[src/timer16_cfg.svh]
// Offsets, field positions, reset values and bus codes of the timer block.
// Assumes inclusion by bare name; definitions only.
`ifndef TIMER16_CFG_SVH
`define TIMER16_CFG_SVH

// Channel count and AXI address width
`define T16_CH_NUM        3
`define T16_ADDR_W        12

// Register indices; byte address is four times the index
`define T16_CH_STRIDE     7'h20
`define T16_IDX_CLK       5'h00
`define T16_IDX_TR        5'h02
`define T16_IDX_TC        5'h04
`define T16_IDX_CTL       5'h06
`define T16_IDX_INT       5'h08

// Control register fields
`define T16_CTL_RUN       0
`define T16_CTL_PRESET    1
`define T16_CTL_COUNT_MODE_SELECT      4
`define T16_CTL_POL       9
`define T16_CTL_MODE_LSB  10

// Interrupt register fields
`define T16_INT_FLAG      0
`define T16_INT_IE        8

// Reset values
`define T16_DIV_RST       4'h0
`define T16_POL_RST       1'b1
`define T16_CNT_RST       16'hffff
`define T16_RELOAD_RST    16'h0000

// Reserved divider code and prescaler width
`define T16_DIV_RESERVED  4'hf
`define T16_PRESC_W       14

// AXI responses
`define AXI_RESP_OKAY     2'h0
`define AXI_RESP_SLVERR   2'h2

`endif

[src/timer16_pkg.sv]
// Types shared by the timer top, its channel and the channel interface.
// Assumes the cfg header supplies all numeric constants.
package timer16_pkg;

    // Operating modes in field order: internal, external, pulse width, spare
    typedef enum logic [1:0] {
        mode_internal,
        mode_external,
        mode_pulse_width,
        mode_reserved
    } op_mode_e;

    typedef logic [15:0] count_t;
    typedef logic [3:0]  divide_t;

endpackage

[src/timer16_chan_if.sv]
// Carrier between the register file and one timer channel.
// Assumes one clock domain; all signals are synchronous to sys_clk.
`timescale 1ns/1ps
interface timer16_chan_if;
    import timer16_pkg::*;

    op_mode_e op_mode_select;
    divide_t  clock_divide_select;
    logic     input_polarity;
    logic     count_mode_select;
    count_t   reload;
    logic     run_wr;
    logic     run_wdata;
    logic     counter_preset;
    logic     ext_level;
    count_t   count;
    logic     running;
    logic     underflow;

    // Register side drives configuration, channel answers with state
    modport regs (
        output op_mode_select, clock_divide_select, input_polarity,
        output count_mode_select, reload, run_wr, run_wdata,
        output counter_preset, ext_level,
        input  count, running, underflow
    );
    modport chan (
        input  op_mode_select, clock_divide_select, input_polarity,
        input  count_mode_select, reload, run_wr, run_wdata,
        input  counter_preset, ext_level,
        output count, running, underflow
    );
endinterface

[src/timer16_channel.sv]
// One 16-bit down-counting timer channel with prescaler and pin gating.
// Assumes ext_level is already synchronised to sys_clk by the top.
`timescale 1ns/1ps
`include "timer16_cfg.svh"
module timer16_channel (
    // Clock and reset
    input  wire logic              sys_clk,
    input  wire logic              reset_n,
    // Register side
    timer16_chan_if.chan           cif
);
    import timer16_pkg::*;

    // Low-bit mask of the prescaler for a divide-by-2^n selection
    function automatic logic [`T16_PRESC_W-1:0] presc_mask(
        input divide_t sel
    );
        logic [`T16_PRESC_W:0] wide;
        wide = ({{`T16_PRESC_W{1'b0}}, 1'b1} << sel)
             - {{`T16_PRESC_W{1'b0}}, 1'b1};
        return wide[`T16_PRESC_W-1:0];
    endfunction

    count_t                  count_reg;
    count_t                  count_next;
    logic                    run_reg;
    logic                    run_next;
    logic                    uf_reg;
    logic                    ext_prev_reg;
    logic [`T16_PRESC_W-1:0] presc_reg;

    wire logic [`T16_PRESC_W-1:0] mask = presc_mask(cif.clock_divide_select);
    wire logic div_ok  = cif.clock_divide_select != `T16_DIV_RESERVED;
    // Divided count clock as a one-cycle enable; reserved ratio never ticks
    wire logic tick    = div_ok && ((presc_reg & mask) == mask);
    wire logic rise    = cif.ext_level && !ext_prev_reg;
    wire logic fall    = !cif.ext_level && ext_prev_reg;
    wire logic edge_ok = cif.input_polarity ? rise : fall;
    wire logic active  = cif.ext_level == cif.input_polarity;

    // Mode selects which event decrements; spare mode is frozen
    logic step;
    always_comb begin
        case (cif.op_mode_select)
            mode_internal:    step = tick;
            mode_external:    step = div_ok && edge_ok;
            mode_pulse_width: step = tick && active;
            default:          step = 1'b0;
        endcase
    end

    wire logic do_step = run_reg && step;
    wire logic hit_uf  = do_step && (count_reg == 16'h0000);

    // Underflow reloads; one-shot drops run, a run write overrides it
    always_comb begin
        count_next = count_reg;
        run_next   = run_reg;
        if (cif.counter_preset) begin
            count_next = cif.reload;
        end else if (hit_uf) begin
            count_next = cif.reload;
        end else if (do_step) begin
            count_next = count_reg - 16'h0001;
        end
        if (hit_uf && cif.count_mode_select) begin
            run_next = 1'b0;
        end
        if (cif.run_wr) begin
            run_next = cif.run_wdata;
        end
    end

    // Prescaler free-runs only while running, so stop freezes the phase
    always_ff @(posedge sys_clk or negedge reset_n) begin
        if (!reset_n) begin
            count_reg    <= `T16_CNT_RST;
            run_reg      <= 1'b0;
            uf_reg       <= 1'b0;
            ext_prev_reg <= 1'b0;
            presc_reg    <= '0;
        end else begin
            count_reg    <= count_next;
            run_reg      <= run_next;
            uf_reg       <= hit_uf;
            ext_prev_reg <= cif.ext_level;
            presc_reg    <= run_reg ? presc_reg + 1'b1 : presc_reg;
        end
    end

    assign cif.count     = count_reg;
    assign cif.running   = run_reg;
    assign cif.underflow = uf_reg;
endmodule

[src/timer16_top.sv]
// Three-channel 16-bit timer with an AXI4-Lite register slave.
// Assumes sys_clk is the delivered peripheral clock; count pins are async.
`timescale 1ns/1ps
`include "timer16_cfg.svh"
module timer16_top (
    // Clock and reset
    input  wire logic                     sys_clk,
    input  wire logic                     reset_n,
    // AXI4-Lite write address
    input  wire logic [`T16_ADDR_W-1:0]   s_axi_awaddr,
    input  wire logic                     s_axi_awvalid,
    output logic                          s_axi_awready,
    // AXI4-Lite write data
    input  wire logic [31:0]              s_axi_wdata,
    input  wire logic [3:0]               s_axi_wstrb,
    input  wire logic                     s_axi_wvalid,
    output logic                          s_axi_wready,
    // AXI4-Lite write response
    output logic [1:0]                    s_axi_bresp,
    output logic                          s_axi_bvalid,
    input  wire logic                     s_axi_bready,
    // AXI4-Lite read address
    input  wire logic [`T16_ADDR_W-1:0]   s_axi_araddr,
    input  wire logic                     s_axi_arvalid,
    output logic                          s_axi_arready,
    // AXI4-Lite read data
    output logic [31:0]                   s_axi_rdata,
    output logic [1:0]                    s_axi_rresp,
    output logic                          s_axi_rvalid,
    input  wire logic                     s_axi_rready,
    // External count pins, one per channel
    input  wire logic [`T16_CH_NUM-1:0]   ext_count_input,
    // Underflow pulses to ADC, SPI and I2C clocks, and interrupt requests
    output logic [`T16_CH_NUM-1:0]        underflow_pulse,
    output logic [`T16_CH_NUM-1:0]        underflow_irq
);
    import timer16_pkg::*;

    // Register address to channel and index; ok is low for holes
    function automatic logic [7:0] reg_decode(
        input logic [`T16_ADDR_W-1:0] addr
    );
        logic [6:0] idx;
        logic [1:0] ch;
        logic [4:0] rsel;
        logic       ok;
        idx  = addr[8:2];
        ch   = idx[6:5];
        rsel = idx[4:0];
        ok   = (addr[`T16_ADDR_W-1:9] == '0) && (ch < 2'd3)
            && (rsel == `T16_IDX_CLK || rsel == `T16_IDX_TR
             || rsel == `T16_IDX_TC  || rsel == `T16_IDX_CTL
             || rsel == `T16_IDX_INT);
        return {ok, ch, rsel};
    endfunction

    // Per-channel software state
    op_mode_e mode_reg   [`T16_CH_NUM];
    divide_t  div_reg    [`T16_CH_NUM];
    logic     pol_reg    [`T16_CH_NUM];
    logic     count_mode_select_reg   [`T16_CH_NUM];
    count_t   reload_reg [`T16_CH_NUM];
    logic     ie_reg     [`T16_CH_NUM];
    logic     flag_reg   [`T16_CH_NUM];
    logic [`T16_CH_NUM-1:0] irq_reg;

    // Pin synchronisers: stage one feeds stage two only
    logic [`T16_CH_NUM-1:0] pin_meta_reg;
    logic [`T16_CH_NUM-1:0] pin_sync_reg;
    always_ff @(posedge sys_clk or negedge reset_n) begin
        if (!reset_n) begin
            pin_meta_reg <= '0;
            pin_sync_reg <= '0;
        end else begin
            pin_meta_reg <= ext_count_input;
            pin_sync_reg <= pin_meta_reg;
        end
    end

    // AXI write side: address and data latched in either order
    logic                   aw_held_reg;
    logic                   w_held_reg;
    logic [`T16_ADDR_W-1:0] waddr_reg;
    logic [31:0]            wdata_reg;
    logic [3:0]             wstrb_reg;
    logic                   bvalid_reg;
    logic [1:0]             bresp_reg;

    wire logic       aw_take  = s_axi_awvalid && s_axi_awready;
    wire logic       w_take   = s_axi_wvalid && s_axi_wready;
    wire logic       do_write = aw_held_reg && w_held_reg && !bvalid_reg;
    wire logic [7:0] wdec     = reg_decode(waddr_reg);
    wire logic       w_ok     = wdec[7];
    wire logic [1:0] w_ch     = wdec[6:5];
    wire logic [4:0] w_sel    = wdec[4:0];
    wire logic       lane0    = wstrb_reg[0];
    wire logic       lane1    = wstrb_reg[1];

    always_ff @(posedge sys_clk or negedge reset_n) begin
        if (!reset_n) begin
            aw_held_reg <= 1'b0;
            w_held_reg  <= 1'b0;
            waddr_reg   <= '0;
            wdata_reg   <= 32'h0000_0000;
            wstrb_reg   <= 4'h0;
            bvalid_reg  <= 1'b0;
            bresp_reg   <= `AXI_RESP_OKAY;
        end else begin
            if (aw_take) begin
                aw_held_reg <= 1'b1;
                waddr_reg   <= s_axi_awaddr;
            end
            if (w_take) begin
                w_held_reg <= 1'b1;
                wdata_reg  <= s_axi_wdata;
                wstrb_reg  <= s_axi_wstrb;
            end
            if (do_write) begin
                aw_held_reg <= 1'b0;
                w_held_reg  <= 1'b0;
                bvalid_reg  <= 1'b1;
                bresp_reg   <= w_ok ? `AXI_RESP_OKAY : `AXI_RESP_SLVERR;
            end else if (bvalid_reg && s_axi_bready) begin
                bvalid_reg <= 1'b0;
            end
        end
    end

    // Ready stays low while a beat is held, so one write at a time
    logic aw_ready_reg;
    logic w_ready_reg;
    assign s_axi_awready = aw_ready_reg;
    assign s_axi_wready  = w_ready_reg;
    assign s_axi_bvalid  = bvalid_reg;
    assign s_axi_bresp   = bresp_reg;

    always_ff @(posedge sys_clk or negedge reset_n) begin
        if (!reset_n) begin
            aw_ready_reg <= 1'b0;
            w_ready_reg  <= 1'b0;
        end else begin
            aw_ready_reg <= !aw_held_reg && !aw_take && !bvalid_reg
                         && !do_write;
            w_ready_reg  <= !w_held_reg && !w_take && !bvalid_reg
                         && !do_write;
        end
    end

    // Read address decoded ahead so each channel can offer its word
    wire logic [7:0] rdec    = reg_decode(s_axi_araddr);
    wire logic [4:0] cur_sel = rdec[4:0];

    // Channels and their control registers
    timer16_chan_if cif [`T16_CH_NUM] ();
    logic [15:0] rd_word [`T16_CH_NUM];

    for (genvar c = 0; c < `T16_CH_NUM; c++) begin : g_ch
        wire logic hit   = do_write && w_ok && (w_ch == 2'(c)) && lane0;
        wire logic ctl_w = hit && (w_sel == `T16_IDX_CTL);
        wire logic int_w = hit && (w_sel == `T16_IDX_INT);
        wire logic uf    = cif[c].underflow;

        // Divider changes are taken as written; stopping first is up to
        // software, a change mid-count only shifts one period
        always_ff @(posedge sys_clk or negedge reset_n) begin
            if (!reset_n) begin
                mode_reg[c]   <= mode_internal;
                div_reg[c]    <= `T16_DIV_RST;
                pol_reg[c]    <= `T16_POL_RST;
                count_mode_select_reg[c]   <= 1'b0;
                reload_reg[c] <= `T16_RELOAD_RST;
                ie_reg[c]     <= 1'b0;
                flag_reg[c]   <= 1'b0;
                irq_reg[c]    <= 1'b0;
            end else begin
                if (hit && w_sel == `T16_IDX_CLK) begin
                    div_reg[c] <= wdata_reg[3:0];
                end
                if (hit && w_sel == `T16_IDX_TR) begin
                    reload_reg[c][7:0] <= wdata_reg[7:0];
                end
                if (do_write && w_ok && w_ch == 2'(c) && lane1
                    && w_sel == `T16_IDX_TR) begin
                    reload_reg[c][15:8] <= wdata_reg[15:8];
                end
                if (ctl_w) begin
                    count_mode_select_reg[c] <= wdata_reg[`T16_CTL_COUNT_MODE_SELECT];
                end
                if (ctl_w && lane1) begin
                    pol_reg[c]  <= wdata_reg[`T16_CTL_POL];
                    mode_reg[c] <= op_mode_e'(
                        wdata_reg[`T16_CTL_MODE_LSB +: 2]);
                end
                if (do_write && w_ok && w_ch == 2'(c) && lane1
                    && w_sel == `T16_IDX_INT) begin
                    ie_reg[c] <= wdata_reg[`T16_INT_IE];
                end
                // Set wins over a same-cycle clear
                if (uf) begin
                    flag_reg[c] <= 1'b1;
                end else if (int_w && wdata_reg[`T16_INT_FLAG]) begin
                    flag_reg[c] <= 1'b0;
                end
                irq_reg[c] <= (flag_reg[c] || uf) && ie_reg[c];
            end
        end

        assign cif[c].op_mode_select      = mode_reg[c];
        assign cif[c].clock_divide_select = div_reg[c];
        assign cif[c].input_polarity      = pol_reg[c];
        assign cif[c].count_mode_select   = count_mode_select_reg[c];
        assign cif[c].reload              = reload_reg[c];
        assign cif[c].run_wr              = ctl_w;
        assign cif[c].run_wdata           = wdata_reg[`T16_CTL_RUN];
        assign cif[c].counter_preset = ctl_w && wdata_reg[`T16_CTL_PRESET];
        assign cif[c].ext_level           = pin_sync_reg[c];

        // Preset bit is write-only and reads as zero
        wire logic [15:0] ctl_rd = {4'h0, mode_reg[c], pol_reg[c], 4'h0,
                                    count_mode_select_reg[c], 3'h0, cif[c].running};
        wire logic [15:0] int_rd = {7'h00, ie_reg[c], 7'h00, flag_reg[c]};
        assign rd_word[c] =
              (cur_sel == `T16_IDX_CLK) ? {12'h000, div_reg[c]}
            : (cur_sel == `T16_IDX_TR)  ? reload_reg[c]
            : (cur_sel == `T16_IDX_TC)  ? cif[c].count
            : (cur_sel == `T16_IDX_CTL) ? ctl_rd
            : int_rd;

        timer16_channel u_chan (
            .sys_clk (sys_clk),
            .reset_n (reset_n),
            .cif     (cif[c])
        );

        assign underflow_pulse[c] = cif[c].underflow;
    end

    assign underflow_irq = irq_reg;

    // AXI read side: one read at a time, data registered with the answer
    logic        ar_ready_reg;
    logic        rvalid_reg;
    logic [31:0] rdata_reg;
    logic [1:0]  rresp_reg;

    wire logic       ar_take = s_axi_arvalid && ar_ready_reg;
    wire logic [15:0] sel_word =
          (rdec[6:5] == 2'd0) ? rd_word[0]
        : (rdec[6:5] == 2'd1) ? rd_word[1]
        : rd_word[2];

    always_ff @(posedge sys_clk or negedge reset_n) begin
        if (!reset_n) begin
            ar_ready_reg <= 1'b0;
            rvalid_reg   <= 1'b0;
            rdata_reg    <= 32'h0000_0000;
            rresp_reg    <= `AXI_RESP_OKAY;
        end else begin
            ar_ready_reg <= !rvalid_reg && !ar_take;
            if (ar_take) begin
                rvalid_reg <= 1'b1;
                rdata_reg  <= rdec[7] ? {16'h0000, sel_word} : 32'h0000_0000;
                rresp_reg  <= rdec[7] ? `AXI_RESP_OKAY : `AXI_RESP_SLVERR;
            end else if (rvalid_reg && s_axi_rready) begin
                rvalid_reg <= 1'b0;
            end
        end
    end

    assign s_axi_arready = ar_ready_reg;
    assign s_axi_rvalid  = rvalid_reg;
    assign s_axi_rdata   = rdata_reg;
    assign s_axi_rresp   = rresp_reg;

    // Peripheral clock delivery is assumed: sys_clk is that clock
    // Pin direction is port logic outside this block
endmodule

[config.mk]
export PLATFORM = sky130hd
export DESIGN_NAME = timer16_top
export DESIGN_NICKNAME = d
export VERILOG_FILES = /design/src/timer16_pkg.sv /design/src/timer16_chan_if.sv /design/src/timer16_channel.sv /design/src/timer16_top.sv
export VERILOG_INCLUDE_DIRS = /design/src /design/src/src
export SDC_FILE = /design/constraint.sdc
export NUM_CORES = 1
export LEC_CHECK = 0
export BUFFER_PORTS_ARGS = -buffer_cell sky130_fd_sc_hd__clkbuf_2
export CAP_MARGIN = 20
export CORE_MARGIN = 3
export CORE_UTILIZATION = 30
export CTS_CLUSTER_DIAMETER = 30
export DETAILED_ROUTE_END_ITERATION = 12
export PLACE_DENSITY_LB_ADDON = 0.25
export SLEW_MARGIN = 40
export SYNTH_ARGS = -nofsm -noshare
export SYNTH_HDL_FRONTEND = slang
export SYNTH_SLANG_ARGS = --single-unit
[constraint.sdc]
create_clock -name sys_clk -period 3.7 [get_ports sys_clk]
set_clock_uncertainty 0.2 [all_clocks]
set_input_delay 0.185 -clock sys_clk [delete_from_list [all_inputs] [get_ports sys_clk]]
set_output_delay 0.185 -clock sys_clk [all_outputs]
set_load 0.01 [all_outputs]
==> key figures <==
Floorplanning
  • Effective utilization at floorplan: 30.5%
  • # IOs: 117
  • DIE HEIGHT: 216 um
  • Core area: 43300 um^2
  • Rows: 76
  • Die area: 46500 um^2
  • Die extent in x: 216 um

Placed design
  • Detailed Place HPWL: 30.7 mm
  • Inst Count DP: 1973
  • IO buf count: 76
  • Final GP Congestion: 0.914

Timing
  • Tightest Pin Transition: 0.799 ns
  • Slew Viols, Final: 0
  • RSZ-0062 raised after global routing: true
  • Max Freq: 281 MHz
  • Final setup violation count: 0
  • Tcrit/Tclk final: 96.3%
  • TNS Setup: 0 ns
  • Fin. Hold Viols: 0
  • Fin crit period: 3.56 ns
  • Rel. slew slack: 46.2%

Pwr
  • Seq pwr share: 31.7%
  • P_int: 0.00771 W
  • Power Density: 649 nW/um^2
  • Switching power: 0.00335 W
  • Gate power share: 17.8%
  • Clock network power share: 50.6%
  • Max VDD drop: 0.499 mV
  • Net Sw Frac: 30.3%
  • LEAKAGE: 7.59 nW

Clocking
  • Max clock buf depth: 3
  • CTS clk-pin slew, worst paths: 0.05 ns
  • Latest clock arrival within the worst-skew pair: 0.60 ns
  • Clk sinks: 239
  • Setup Fix Bufs, Post-CTS: 0
  • CTS root buf: clkbuf_16
  • CTS buffer count: 60
  • # H-tree levels: 2
  • TritonCTS clock tree: done

Worst setup path
  • CP arrival: 3.87 ns
  • Critical Path Fanout Max: 15
  • Worst-path cell chain: or4b_2 > ha_2 > or4bb_1 > a211oi_1 > nor4_1 > and3_1 > a21boi_0 > buf_4 > o21ai_0 > a211o_1
  • Crit Path Class: reg2reg
  • Crit-path max cell delay: 0.68 ns
  • Worst setup EP type: flip-flop
  • Startpoint types: flip-flop
  • Critical path's slowest cell: or4b_2
  • Worst EP required: 4.01 ns

Synthesis
  • Mean Syn Cell Area: 9.92 um^2
  • Largest family of logic cells by synthesized area: simple AND/OR/NAND/NOR gates
  • Synth async-reset ratio: 100%
  • Yosys reg bits: 239
  • Synth Area in Simple Gates: 18.7%
  • Syn. warnings: 0
  • Post-synth EDFFs: 0
  • Post-synthesis sequential area ratio: 45.8%
  • Post-Synth XOR/XNOR Area: 2.99%
  • Synth Area in Compound Gates: 15.7%
  • Post-synthesis adder-cell area fraction: 0.854%
  • Post-synthesis mux area share: 11.4%
  • Top_reg_cell synth: dfrtp_1
  • Cell Area, Synth: 13200 um^2
  • Cell variety after synth: 85
  • Post-Synthesis Cells: 1329

Final layout
  • Fillers: 4201
  • Syn-to-layout area delta: 29.3%
  • Layout cell share with drive strength beyond 1: 27.7%
  • Final std cells w/o fill: 2129
  • Final net count: 1572
  • Commonest non-fill, non-tap cell in the layout: dfrtp_1
  • Antenna cells: 0
  • Commonest cells after routing, fill and taps aside: dfrtp_1, nand2_1, nor2_1, mux2_2, clkbuf_2

Min path
  • Hold Crit Class: in2reg

Route
  • Post-Route WL: 43.2 mm
  • DR vias: 11.2k
  • DR iter-0 viols: 881
  • Routed WL per cell: 20.3 um
  • Router iterations before antenna repair: 5
  • Via density: 5.28
  • Post-route ant nets: 0
  • Residual DRC: 0

Global route
  • Overflow after GRT: 0
  • Overall Global Routing Usage: 18.5%
  • Largest net degree at the start of global routing: 104
  • Vias in the first global route: 11.1k
  • First-pass GRT wire length: 67.2 mm
  • Initial antenna violation count: 1

Job
  • Max-cap violations: 0

Status
  • Outcome: complete, no violations
-- power groups by stage --
stage                     clock network, W  logic, W  registers (W)
after floorplan                          0   0.00144        0.00321
after global placement                   0   0.00187        0.00353
after detailed placement                 0   0.00190        0.00353
after CTS                          0.00570   0.00194        0.00349
after global routing               0.00584   0.00217        0.00354
final                              0.00559   0.00196        0.00350
-- synth_stat cells, types with 24 or more instances --
cell / number / share of area [%]
dfrtp_1: 188 / 36
nand2_1: 119 / 3.4
mux2_2: 97 / 8.3
nor2_1: 97 / 2.8
o21ai_0: 69 / 2.6
a21oi_1: 66 / 2.5
clkbuf_1: 52 / 1.5
dfstp_2: 51 / 10
nand3_1: 44 / 1.7
nor3_1: 37 / 1.4
inv_1: 32 / 0.91
mux2i_1: 30 / 2.3
xnor2_1: 28 / 1.9
nand4_1: 24 / 1.1
-- per-stage QoR --
step                hold slack, ns  cell area, um^2  utilization [%]  setup slack, ns  total power (W)
finish                      0.0491            17000             39.4            0.137           0.0111
global route                0.0487            17000             39.4          -0.0325           0.0115
CTS                         0.0168            17000             39.3            0.101           0.0111
detailed placement          0.0959            14400             33.3          -0.0526          0.00542
global placement            0.0981            14400             33.3          -0.0518          0.00540
floorplan                   -0.311            13300                -           0.0104          0.00465
-- metal layers --
metal  GRT usage [%]  vias to the layer above  part of all wire [%]
met1            25.7                     5545                    46
li1                -                     5217                     -
met5               0                        -                     0
met2            28.3                      377                    44
met3            3.70                       92                   6.2
met4            7.60                        0                   3.8
-- cells by family after synthesis --
group / Yosys count
AND/OR/NAND/NOR: 476
AO/OA/AOI/OAI: 302
flip-flops: 239
multiplexers: 132
buffers and inverters: 125
XOR/XNOR: 45
adder cells (fa/ha/maj): 9
other: 1
-- worst max-delay path, delay by kind of cell, from the launching register on --
kind	cells	cell delay (ns)
simple gates	4	1.50
flops	1	0.37
buf+inv	1	0.19
compound gates	4	0.95
fa+ha+maj	1	0.28
-- what timing repair did --
action / 4_1_cts / 5_1_grt
hold endpoints to repair: 148 / 41
hold buffers: 41 / 1
setup endpoints to repair: 4 / 15
gates resized for setup: 2 / 3
-- worst paths after layout --
| check | startpoint | to | slack [ns] | cells after the start |
|---|---|---|---|---|
| max in group asynchronous | reset_n | g_ch[1].u_chan.cif.count[1] | 1.82 | 5 |
| worst max register to register | cif[1].clock_divide_select[1] | g_ch[1].u_chan.cif.count[6] | 0.14 | 10 |
| worst min-delay path | s_axi_araddr[5] | s_axi_rdata[8] | 0.05 | 5 |
| worst min register to register | pin_meta_reg[2] | pin_sync_reg[2] | 0.15 | 0 |
| min in group asynchronous | reset_n | wdata_reg[8] | 0.43 | 3 |
| worst max-delay path | cif[1].clock_divide_select[1] | g_ch[1].u_chan.cif.count[6] | 0.14 | 10 |
-- cell type report --
cell class                      instances  area (um^2)  area share [%]
Clock buffer                           77         1690            9.89
Timing Repair Buffer                  178         1320            7.74
Inverter                               32          120           0.705
Tap cell                              585          732            4.29
Clock inverter                         36          512            3.00
Multi-Input combinational cell        982         6640            38.9
Sequential cell                       239         6040            35.5
Power figures use the tool's default switching activity.
